<file path="config.mk">
export PLATFORM = sky130hd
export DESIGN_NAME = rpcg_run_gate
export DESIGN_NICKNAME = d
export VERILOG_FILES = /design/src/rpcg_dummy_unused.sv /design/src/rpcg_pkg.sv /design/src/rpcg_run_gate.sv
export SDC_FILE = /design/constraint.sdc
export NUM_CORES = 1
export LEC_CHECK = 0
export ABC_CLOCK_PERIOD_IN_PS = 6860
export BUFFER_PORTS_ARGS = -buffer_cell sky130_fd_sc_hd__buf_2
export CORE_ASPECT_RATIO = 1.2
export CORE_MARGIN = 8
export CORE_UTILIZATION = 30
export DETAILED_ROUTE_END_ITERATION = 8
export GPL_TIMING_DRIVEN = 0
export HOLD_SLACK_MARGIN = 0.06
export PLACE_DENSITY = 0.49
export SLEW_MARGIN = 0
export SYNTH_ARGS = -nofsm -noshare
export SYNTH_HDL_FRONTEND = slang
export SYNTH_SLANG_ARGS = --single-unit
export TNS_END_PERCENT = 30
</file>
<file path="constraint.sdc">
create_clock -name CLK_SYS -period 6.86 [get_ports CLK_SYS]
set_input_delay 2.058 -clock CLK_SYS [delete_from_list [all_inputs] [get_ports CLK_SYS]]
set_output_delay 2.058 -clock CLK_SYS [all_outputs]
set_load 0.01 [all_outputs]
</file>
<file path="src/rpcg_dummy_unused.sv">
`timescale 1ns/10ps

</file>
<file path="src/rpcg_pkg.sv">
package rpcg_pkg;

  // ----------------------------------------------------------------
  // Bus layout
  // ----------------------------------------------------------------
  localparam int          RPCG_DATA_W         = 32;
  localparam int          RPCG_NUM_PERIPH     = 13;
  localparam logic [31:0] RPCG_BASE_ADDR      = 32'h400F_E000;

  // ----------------------------------------------------------------
  // Register offsets
  // ----------------------------------------------------------------
  localparam logic [31:0] RPCG_OFS_RUN_GATE   = 32'h0000_0104;
  localparam logic [31:0] RPCG_OFS_SLEEP_GATE = 32'h0000_0114;
  localparam logic [31:0] RPCG_OFS_DEEP_GATE  = 32'h0000_0124;
  localparam logic [31:0] RPCG_OFS_RUN_CFG    = 32'h0000_0200;
  localparam logic [31:0] RPCG_OFS_IRQ_STAT   = 32'h0000_0210;
  localparam logic [31:0] RPCG_OFS_IRQ_MASK   = 32'h0000_0214;

  // ----------------------------------------------------------------
  // Reset values
  // ----------------------------------------------------------------
  localparam logic [31:0] RPCG_RST_GATE       = 32'h0000_0000;
  localparam logic [31:0] RPCG_RST_CFG        = 32'h0000_0000;
  localparam logic [12:0] RPCG_RST_VEC        = 13'h0000;

  // ----------------------------------------------------------------
  // Gate field positions
  // ----------------------------------------------------------------
  localparam int RPCG_POS_ASYNC_PORT_A  = 0;
  localparam int RPCG_POS_ASYNC_PORT_B  = 1;
  localparam int RPCG_POS_ASYNC_PORT_C  = 2;
  localparam int RPCG_POS_SYNC_SERIAL_A = 4;
  localparam int RPCG_POS_SYNC_SERIAL_B = 5;
  localparam int RPCG_POS_TWO_WIRE_A    = 12;
  localparam int RPCG_POS_TWO_WIRE_B    = 14;
  localparam int RPCG_POS_GP_COUNTER_A  = 16;
  localparam int RPCG_POS_GP_COUNTER_B  = 17;
  localparam int RPCG_POS_GP_COUNTER_C  = 18;
  localparam int RPCG_POS_GP_COUNTER_D  = 19;
  localparam int RPCG_POS_COMPARATOR_A  = 24;
  localparam int RPCG_POS_COMPARATOR_B  = 25;
  localparam int RPCG_POS_AUTO_GATING   = 0;

  // Peripheral index to register bit position
  localparam int RPCG_GATE_POS [RPCG_NUM_PERIPH] = '{
    RPCG_POS_ASYNC_PORT_A, RPCG_POS_ASYNC_PORT_B, RPCG_POS_ASYNC_PORT_C,
    RPCG_POS_SYNC_SERIAL_A, RPCG_POS_SYNC_SERIAL_B,
    RPCG_POS_TWO_WIRE_A, RPCG_POS_TWO_WIRE_B,
    RPCG_POS_GP_COUNTER_A, RPCG_POS_GP_COUNTER_B, RPCG_POS_GP_COUNTER_C, RPCG_POS_GP_COUNTER_D,
    RPCG_POS_COMPARATOR_A, RPCG_POS_COMPARATOR_B
  };

  // Writable bits of each gate register and of the run config register
  localparam logic [31:0] RPCG_GATE_WMASK     = 32'h030F_5037;
  localparam logic [31:0] RPCG_CFG_WMASK      = 32'h0000_0001;

endpackage

</file>
<file path="src/rpcg_run_gate.sv">
`timescale 1ns/10ps
// Operation
// - Each writable gate bit drives one peripheral clock enable, set meaning clocked and clear meaning unclocked.
// - An access to a peripheral whose gate is clear gets a bus fault instead of a normal access.
// - After reset the run gate register holds zero so every peripheral starts unclocked.
// - The run gate register steers the enables while the system is in normal run mode.
// - The sleep and deep-sleep gate registers act only while the automatic gating bit is set.
// - Bit 25 gates comparator B and bit 24 comparator A, both read/write.
// - Bits 19 to 16 gate general-purpose counters D, C, B and A, each read/write.
// - Bit 14 gates two-wire module B and bit 12 two-wire module A.
// - Bit 5 gates synchronous serial module B and bit 4 module A.
// - Bits 2, 1 and 0 gate asynchronous ports C, B and A.
// - The run gate register is decoded at offset 0x104 from the control base address.
module rpcg_run_gate
  import rpcg_pkg::*;
#(
  parameter int          NUM_PERIPH = RPCG_NUM_PERIPH,
  parameter logic [31:0] BASE_ADDR  = RPCG_BASE_ADDR
)
(
  input  wire logic                  CLK_SYS,
  input  wire logic                  RST,
  input  wire logic                  WB_CYC_I,
  input  wire logic                  WB_STB_I,
  input  wire logic                  WB_WE_I,
  input  wire logic [31:0]           WB_ADR_I,
  input  wire logic [3:0]            WB_SEL_I,
  input  wire logic [31:0]           WB_DAT_I,
  output logic      [31:0]           WB_DAT_O,
  output logic                       WB_ACK_O,
  output logic                       WB_ERR_O,
  input  wire logic                  SYS_SLEEP,
  input  wire logic                  SYS_DEEPSLEEP,
  input  wire logic [NUM_PERIPH-1:0] PERIPH_REQ,
  output logic      [NUM_PERIPH-1:0] PERIPH_FAULT,
  output logic      [NUM_PERIPH-1:0] PERIPH_CLK_EN,
  output logic                       IRQ
);

  // ----------------------------------------------------------------
  // State
  // ----------------------------------------------------------------
  logic [31:0]           run_gate_reg;
  logic [31:0]           run_gate_next;
  logic [31:0]           sleep_gate_reg;
  logic [31:0]           sleep_gate_next;
  logic [31:0]           deep_gate_reg;
  logic [31:0]           deep_gate_next;
  logic [31:0]           run_cfg_reg;
  logic [31:0]           run_cfg_next;
  logic [NUM_PERIPH-1:0] irq_stat_reg;
  logic [NUM_PERIPH-1:0] irq_stat_next;
  logic [NUM_PERIPH-1:0] irq_mask_reg;
  logic [NUM_PERIPH-1:0] irq_mask_next;
  logic [NUM_PERIPH-1:0] clk_en_reg;
  logic [NUM_PERIPH-1:0] clk_en_next;
  logic [31:0]           dat_reg;
  logic [31:0]           dat_next;
  logic                  ack_reg;
  logic                  ack_next;
  logic                  err_reg;
  logic                  err_next;

  logic [NUM_PERIPH-1:0] run_vec;
  logic [NUM_PERIPH-1:0] sleep_vec;
  logic [NUM_PERIPH-1:0] deep_vec;
  logic [NUM_PERIPH-1:0] fault_evt;
  logic [31:0]           byte_mask;
  logic [31:0]           offset;
  logic                  req_new;
  logic                  auto_gating_select;

  // ----------------------------------------------------------------
  // Gate bit to peripheral mapping
  // ----------------------------------------------------------------
  for (genvar i = 0; i < NUM_PERIPH; i++)
  begin : g_map
    assign run_vec[i]   = run_gate_reg[RPCG_GATE_POS[i]];
    assign sleep_vec[i] = sleep_gate_reg[RPCG_GATE_POS[i]];
    assign deep_vec[i]  = deep_gate_reg[RPCG_GATE_POS[i]];
  end

  assign auto_gating_select = run_cfg_reg[RPCG_POS_AUTO_GATING];
  assign offset             = WB_ADR_I - BASE_ADDR;
  assign req_new            = WB_CYC_I & WB_STB_I & ~ack_reg & ~err_reg;
  assign byte_mask          = {{8{WB_SEL_I[3]}}, {8{WB_SEL_I[2]}}, {8{WB_SEL_I[1]}}, {8{WB_SEL_I[0]}}};

  // Fault is combinational so the peripheral bus can answer in the same cycle
  assign fault_evt    = PERIPH_REQ & ~clk_en_reg;
  assign PERIPH_FAULT = fault_evt;

  // ----------------------------------------------------------------
  // Next state
  // ----------------------------------------------------------------
  always_comb
  begin
    run_gate_next   = run_gate_reg;
    sleep_gate_next = sleep_gate_reg;
    deep_gate_next  = deep_gate_reg;
    run_cfg_next    = run_cfg_reg;
    irq_mask_next   = irq_mask_reg;
    irq_stat_next   = irq_stat_reg;
    dat_next        = dat_reg;
    ack_next        = 1'b0;
    err_next        = 1'b0;
    if (req_new)
    begin
      ack_next = 1'b1;
      dat_next = 32'h0000_0000;
      case (offset)
        RPCG_OFS_RUN_GATE:
        begin
          dat_next = run_gate_reg;
          if (WB_WE_I)
          begin
            // Reserved positions are never stored, so they read back as zero
            run_gate_next = (run_gate_reg & ~(byte_mask & RPCG_GATE_WMASK))
                          | (WB_DAT_I & byte_mask & RPCG_GATE_WMASK);
          end
        end
        RPCG_OFS_SLEEP_GATE:
        begin
          dat_next = sleep_gate_reg;
          if (WB_WE_I)
          begin
            sleep_gate_next = (sleep_gate_reg & ~(byte_mask & RPCG_GATE_WMASK))
                            | (WB_DAT_I & byte_mask & RPCG_GATE_WMASK);
          end
        end
        RPCG_OFS_DEEP_GATE:
        begin
          dat_next = deep_gate_reg;
          if (WB_WE_I)
          begin
            deep_gate_next = (deep_gate_reg & ~(byte_mask & RPCG_GATE_WMASK))
                           | (WB_DAT_I & byte_mask & RPCG_GATE_WMASK);
          end
        end
        RPCG_OFS_RUN_CFG:
        begin
          dat_next = run_cfg_reg;
          if (WB_WE_I)
          begin
            run_cfg_next = (run_cfg_reg & ~(byte_mask & RPCG_CFG_WMASK))
                         | (WB_DAT_I & byte_mask & RPCG_CFG_WMASK);
          end
        end
        RPCG_OFS_IRQ_STAT:
        begin
          dat_next[NUM_PERIPH-1:0] = irq_stat_reg;
          if (WB_WE_I)
          begin
            irq_stat_next = irq_stat_reg & ~(WB_DAT_I[NUM_PERIPH-1:0] & byte_mask[NUM_PERIPH-1:0]);
          end
        end
        RPCG_OFS_IRQ_MASK:
        begin
          dat_next[NUM_PERIPH-1:0] = irq_mask_reg;
          if (WB_WE_I)
          begin
            irq_mask_next = (irq_mask_reg & ~byte_mask[NUM_PERIPH-1:0])
                          | (WB_DAT_I[NUM_PERIPH-1:0] & byte_mask[NUM_PERIPH-1:0]);
          end
        end
        default:
        begin
          ack_next = 1'b0;
          err_next = 1'b1;
        end
      endcase
    end
    // A fault in the cycle of a clear still leaves its flag set
    irq_stat_next = irq_stat_next | fault_evt;
  end

  // Enable select; registered so each enable changes only on a clock edge and the
  // peripheral's latch-based gate cell sees a clean level
  always_comb
  begin
    clk_en_next = run_vec;
    if (auto_gating_select && SYS_DEEPSLEEP)
    begin
      clk_en_next = deep_vec;
    end
    else if (auto_gating_select && SYS_SLEEP)
    begin
      clk_en_next = sleep_vec;
    end
  end

  // ----------------------------------------------------------------
  // Registers
  // ----------------------------------------------------------------
  always_ff @(posedge CLK_SYS)
  begin
    if (RST)
    begin
      run_gate_reg   <= RPCG_RST_GATE;
      sleep_gate_reg <= RPCG_RST_GATE;
      deep_gate_reg  <= RPCG_RST_GATE;
      run_cfg_reg    <= RPCG_RST_CFG;
      irq_stat_reg   <= RPCG_RST_VEC;
      irq_mask_reg   <= RPCG_RST_VEC;
      clk_en_reg     <= RPCG_RST_VEC;
      dat_reg        <= RPCG_RST_GATE;
      ack_reg        <= 1'b0;
      err_reg        <= 1'b0;
    end
    else
    begin
      run_gate_reg   <= run_gate_next;
      sleep_gate_reg <= sleep_gate_next;
      deep_gate_reg  <= deep_gate_next;
      run_cfg_reg    <= run_cfg_next;
      irq_stat_reg   <= irq_stat_next;
      irq_mask_reg   <= irq_mask_next;
      clk_en_reg     <= clk_en_next;
      dat_reg        <= dat_next;
      ack_reg        <= ack_next;
      err_reg        <= err_next;
    end
  end

  assign WB_DAT_O      = dat_reg;
  assign WB_ACK_O      = ack_reg;
  assign WB_ERR_O      = err_reg;
  assign PERIPH_CLK_EN = clk_en_reg;
  assign IRQ           = |(irq_stat_reg & irq_mask_reg);
endmodule

</file>
# Word-level counts from Yosys, hierarchy flattened
# Index checks and enable logic that the tools add are counted.
# classes
n_addsub	1
n_eq_ne	6
mux	9
bitwise	27
n_reduce_logical	10
# op_table
operator	count
AND 32 bit	4
equality test 32 x 10 -> 1 bit, second input constant	3
equality test 32 x 9 -> 1 bit, second input constant	3
OR 32 x 26 -> 32 bit	3
case mux 13 bit (6 select lines)	1
case mux 19 bit (4 select lines)	1
AND 13 bit	5
two-way mux 13 bit	5
NOT 13 bit	3
NOT 1 -> 32 bit	1
NOT 26 -> 32 bit	1
OR 32 x 1 -> 32 bit	1
subtractor 32 x 31 -> 32 bit, second input constant	1
AND 26 bit	1
OR 13 bit	2
AND reduction 3 bit	5
OR reduction 13 bit	1
OR reduction 6 bit	1
AND 1 bit	3
NOT 1 bit	3
logical AND 1 bit	2
two-way mux 1 bit	2
OR reduction 2 bit	1
# totals
ff_bits	201
out_inout_bits	61
elab_cells	63

# Logic depth before layout (Yosys ltp)
# depth
depth_word	7
ltp_mapped	10
ltp_nobuf	8

# Worst setup path after synthesis
# Ideal clock, no wire load.
# synth_path
path_kind	in2reg
from	in WB_ADR_I[21]
to	reg (tool-made name)
setup_time_ns	0.121
t_arrival_ns	5.278
t_required_ns	6.739
path_slack_ns	1.461
path_stages	9
n_path_buf	2
cell_sequence	or4_4 -> or4_1 -> clkbuf_2 -> or4b_4 -> a31o_4 -> or4_4 -> or4_1 -> buf_2 -> mux2i_1
# synth_lines
item	line	text
start, declared	rpcg_run_gate.sv:26	input wire logic [31:0] WB_ADR_I,

# Final worst setup path
# layout_path
from	in WB_ADR_I[20]
to	reg dat_reg[24], in the netlist WB_DAT_O[24]
# layout_between
elab_chain_cells	3
elab_cells_between_ends	6
# layout_lines
item	line	text
subtractor 32 x 31 -> 32 bit (*)	rpcg_run_gate.sv:84	assign offset = WB_ADR_I - BASE_ADDR;
equality test 32 x 10 -> 1 bit or equality test 32 x 9 -> 1 bit (tied branches)	rpcg_run_gate.sv:110	case (offset)
case mux 19 bit (4 select lines) (*)	rpcg_run_gate.sv:110	
end signal, assigned	rpcg_run_gate.sv:218	dat_reg <= dat_next;
end, declared	rpcg_run_gate.sv:57	logic [31:0] dat_reg;
# Mark *: on every way between the ends. The rest lies on a longest branch, timed or not.
# A chain may end at the register's enable or synchronous reset.

==> results by group <==
Run status
  – Outcome: complete, no violations

Cells and area
  – ANT cells: 0
  – Layout cells sized above 1: a little under a quarter
  – Multi-input logic area: around 0.0033 sq mm
  – Post-layout nets: ~880
  – Final core utilization: between 30% and 40%
  – Filler cell count in the final layout: 1912
  – Synth-to-Final Area Change: 22.44%
  – Register area: approximately 0.002 sq mm

Route
  – Iteration-0 DRC Markers: a little over 500
  – Total Wirelength: about 21 mm
  – DRC viols: 0
  – First-pass detailed-route iteration total: 6
  – DR vias: between 5000 and 6000
  – DR WL/cell: 20.79 microns
  – Routed Antenna Nets: 0
  – Vias per inst: 5.518

Clock network
  – Post_cts resized: 0
  – Root Driver: clkbuf_16
  – H-tree level count: 3
  – Post-CTS setup buffer count: 0
  – Hold buffers post-CTS: 0
  – Worst-path clk slew: approximately 70 ps
  – CTS Buf Count: 9
  – CTS tree: built
  – CTS sink count: a little over 100
  – CTS max path bufs: 2
  – Clk_lat worst skew: ~360 ps

Critical path
  – Top Family by Delay on Critical Path: simple AND/OR/NAND/NOR gates
  – WP data arrival: 6090 ps
  – Worst Setup End Kind: register
  – Required @ worst endpoint: ~7000 ps
  – Worst setup endpoint: WB_DAT_O[24]$_SDFFE_PP0P_
  – Crit-path cells: buf_2 -> or4_4 -> or4_1 -> clkbuf_2 -> or4b_4 -> a31o_4 -> nor4_2 -> nand4_1 -> a22oi_1
  – Critical path buffers and inverters: 2
  – Worst setup path startpoint: WB_ADR_I[20]
  – Slowest stage delay, CP: roughly 1000 ps
  – Register-to-Register Path Depth: 8
  – Startpoint Class: input pin
  – Max FO, Critical Path: 10
  – Crit Reg-Reg Startpoint: WB_ACK_O$_SDFF_PP0_
  – Slack of the worst reg-to-reg path: between 4000 and 5000 ps
  – Crit path kind: in2reg
  – WP depth: 9
  – Slowest stage cell, crit path: nor4_2

Power and ir drop
  – Leak: 2.739 nW
  – Power density cells: 185.4 mW/mm^2
  – Maximum vdd drop: just over 0.0001 V

Yosys
  – Main flop type after synthesis: dfxtp_1
  – Synth warnings: 0
  – Mapped Cells: about 650
  – Post-synthesis sequential area ratio: 36.59%
  – FFs w/ async S/R, synth: 0%
  – Avg Inst Size Synth: around 8.5 sq um
  – Post-synth EDFFs: 0
  – Yosys cell types: 60
  – Post-Syn Area: around 0.0055 sq mm
  – #FFs+latches synth: 101

STA
  – Fmax: 172.1 MHz
  – Setup tns final: 0 ps
  – Clock skew: roughly 13 ps
  – Slew @ Worst Pin: ~1200 ps
  – Final Slew Violations: 0
  – Final Hold Vio Count: 0
  – Setup violators final: 0
  – Final Cycle Share: about 85%
  – Post-layout min period: a little under 6000 ps
  – Max-Slew Margin vs Limit: 17.46%
  – RSZ-0062 raised after global routing: no

Place
  – Hpwl dp: about 17 mm
  – IO buf count: roughly 120
  – Routability Congestion: around 0.85

Global route
  – Overflow after GRT: 0
  – Pin count of the biggest net entering global routing: 16
  – Gr usage total: a little under a fifth
  – Initial antenna violation count: 0
  – Global-route wire length before repair: between 30 and 40 mm
  – Vias in the first global route: ~5500

Die
  – Core area: 0.01811 sq mm
  – I/O Pins: between 100 and 150
  – Num rows: between 50 and 60
  – Die X: 139.9 microns
  – Initial core utilization: slightly above 30%
  – Die H: 164.7 microns
  – Die area: 0.02303 sq mm

Job
  – Max Cap Viol: 0

Min path
  – Hold Crit Class: reg2reg
-- cells in the mapped netlist, types with 2 or more instances --
cell type / count / area, sq um
a311oi_1: 26 / 227.7
and3_1: 14 / 87.58
and2_1: 10 / 62.56
buf_1: 2 / 7.510
a22oi_1: 16 / 120.1
nor3_1: 5 / 25.02
inv_1: 4 / 15.01
xnor2_1: 2 / 17.52
buf_4: 12 / 90.09
nand2_1: 49 / 183.9
or4_4: 2 / 22.52
o211ai_1: 2 / 15.01
buf_2: 3 / 15.01
nand4_1: 35 / 219.0
mux2_2: 17 / 191.4
clkbuf_1: 36 / 135.1
a21oi_1: 31 / 155.2
or3_1: 4 / 25.02
nand2b_1: 57 / 356.6
a221oi_1: 2 / 17.52
nor4_1: 4 / 25.02
o21ai_0: 12 / 60.06
nand3_1: 27 / 135.1
a211oi_1: 2 / 15.01
nor4b_1: 2 / 17.52
dfxtp_1: 101 / 2022
a22o_1: 7 / 61.31
or2_2: 2 / 12.51
a41oi_1: 4 / 35.03
mux2i_1: 41 / 410.4
nor2_1: 44 / 165.2
o31ai_1: 15 / 112.6
nor2b_1: 27 / 168.9
or4_1: 5 / 37.54
-- cells by family (layout without fill, tap and decap cells) --
group                    Yosys count  after routing  share of synthesized area [%]
AO/OA/AOI/OAI                    129            129                          16.89
flip-flops                       101            101                          36.59
buffers and inverters             58            197                          4.846
other                              1             12                        0.06787
multiplexers                      58             58                          10.89
AND/OR/NAND/NOR                  297            297                          30.00
adder cells (fa/ha/maj)            1              1                         0.2264
XOR/XNOR                           3              3                         0.4756
-- worst min-delay path by stage --
stage / cells after the start / slack, ps / to / startpoint
floorplan: 2 / 450 / register / register
global placement: 2 / 440 / WB_DAT_O[3]$_SDFFE_PP0P_ / WB_DAT_O[3]$_SDFFE_PP0P_
detailed placement: 2 / 440 / WB_DAT_O[8]$_SDFFE_PP0P_ / WB_DAT_O[8]$_SDFFE_PP0P_
CTS: 2 / 450 / WB_DAT_O[8]$_SDFFE_PP0P_ / WB_DAT_O[8]$_SDFFE_PP0P_
global route: 2 / 480 / WB_DAT_O[3]$_SDFFE_PP0P_ / WB_DAT_O[3]$_SDFFE_PP0P_
finish: 2 / 450 / WB_DAT_O[8]$_SDFFE_PP0P_ / WB_DAT_O[8]$_SDFFE_PP0P_
-- layout by cell type, fill, tap and decap left out, types with 5 or more instances in the layout --
master	instances
nor3_1	5
buf_4	13
dfxtp_1	101
a22oi_1	16
and2_1	10
or4_1	5
o31ai_1	15
clkbuf_16	9
mux2_2	17
nand2_1	49
nand4_1	35
nand3_1	27
clkbuf_1	39
nor2_1	44
conb_1	12
o21ai_0	12
and3_1	14
nor2b_1	27
mux2i_1	41
a311oi_1	26
a21oi_1	31
nand2b_1	57
a22o_1	7
buf_2	125
-- worst min-delay path: stages, from the launching register on --
cell and delay, ps:
dfxtp_1 310, nand2_1 50, a21oi_1 50
-- layer usage --
layer	track usage [%]	vias up	routed length [microns]
met5	0	-	0
met4	5.833	0	298
met3	4.396	25	1612
met2	31.82	238	10560
met1	21.52	2711	8770
li1	-	2665	-
-- power breakdown --
part	leakage [nW]	total [mW]	internal [mW]	switching, mW
clock	0.144	0.527	0.295	0.232
sequential	0.818	0.598	0.592	0.00560
combinational	1.78	0.130	0.0519	0.0782
-- through the flow --
step	cell area, sq um	cells	total power, mW	setup slack [ps]	hold WS (ps)
floorplan	5567	659	0.6783	1461	453.0
detailed placement	6471	1006	0.7401	718.3	441.1
global placement	6457	1005	0.7384	352.1	445.0
finish	6765	1022	1.255	1051	451.3
CTS	6765	1022	1.263	1084	450.7
global route	6765	1022	1.296	816.5	479.8
-- cell type report --
type / count / area share, %
Clock buffer: 13 / 3.699
Inverter: 4 / 0.2219
Buffer: 54 / 3.736
Sequential cell: 101 / 29.89
Timing Repair Buffer: 123 / 9.136
Clock inverter: 3 / 0.6473
Tap cell: 224 / 4.143
Multi-Input combinational cell: 500 / 48.53
(Power assumes the default switching activity.)
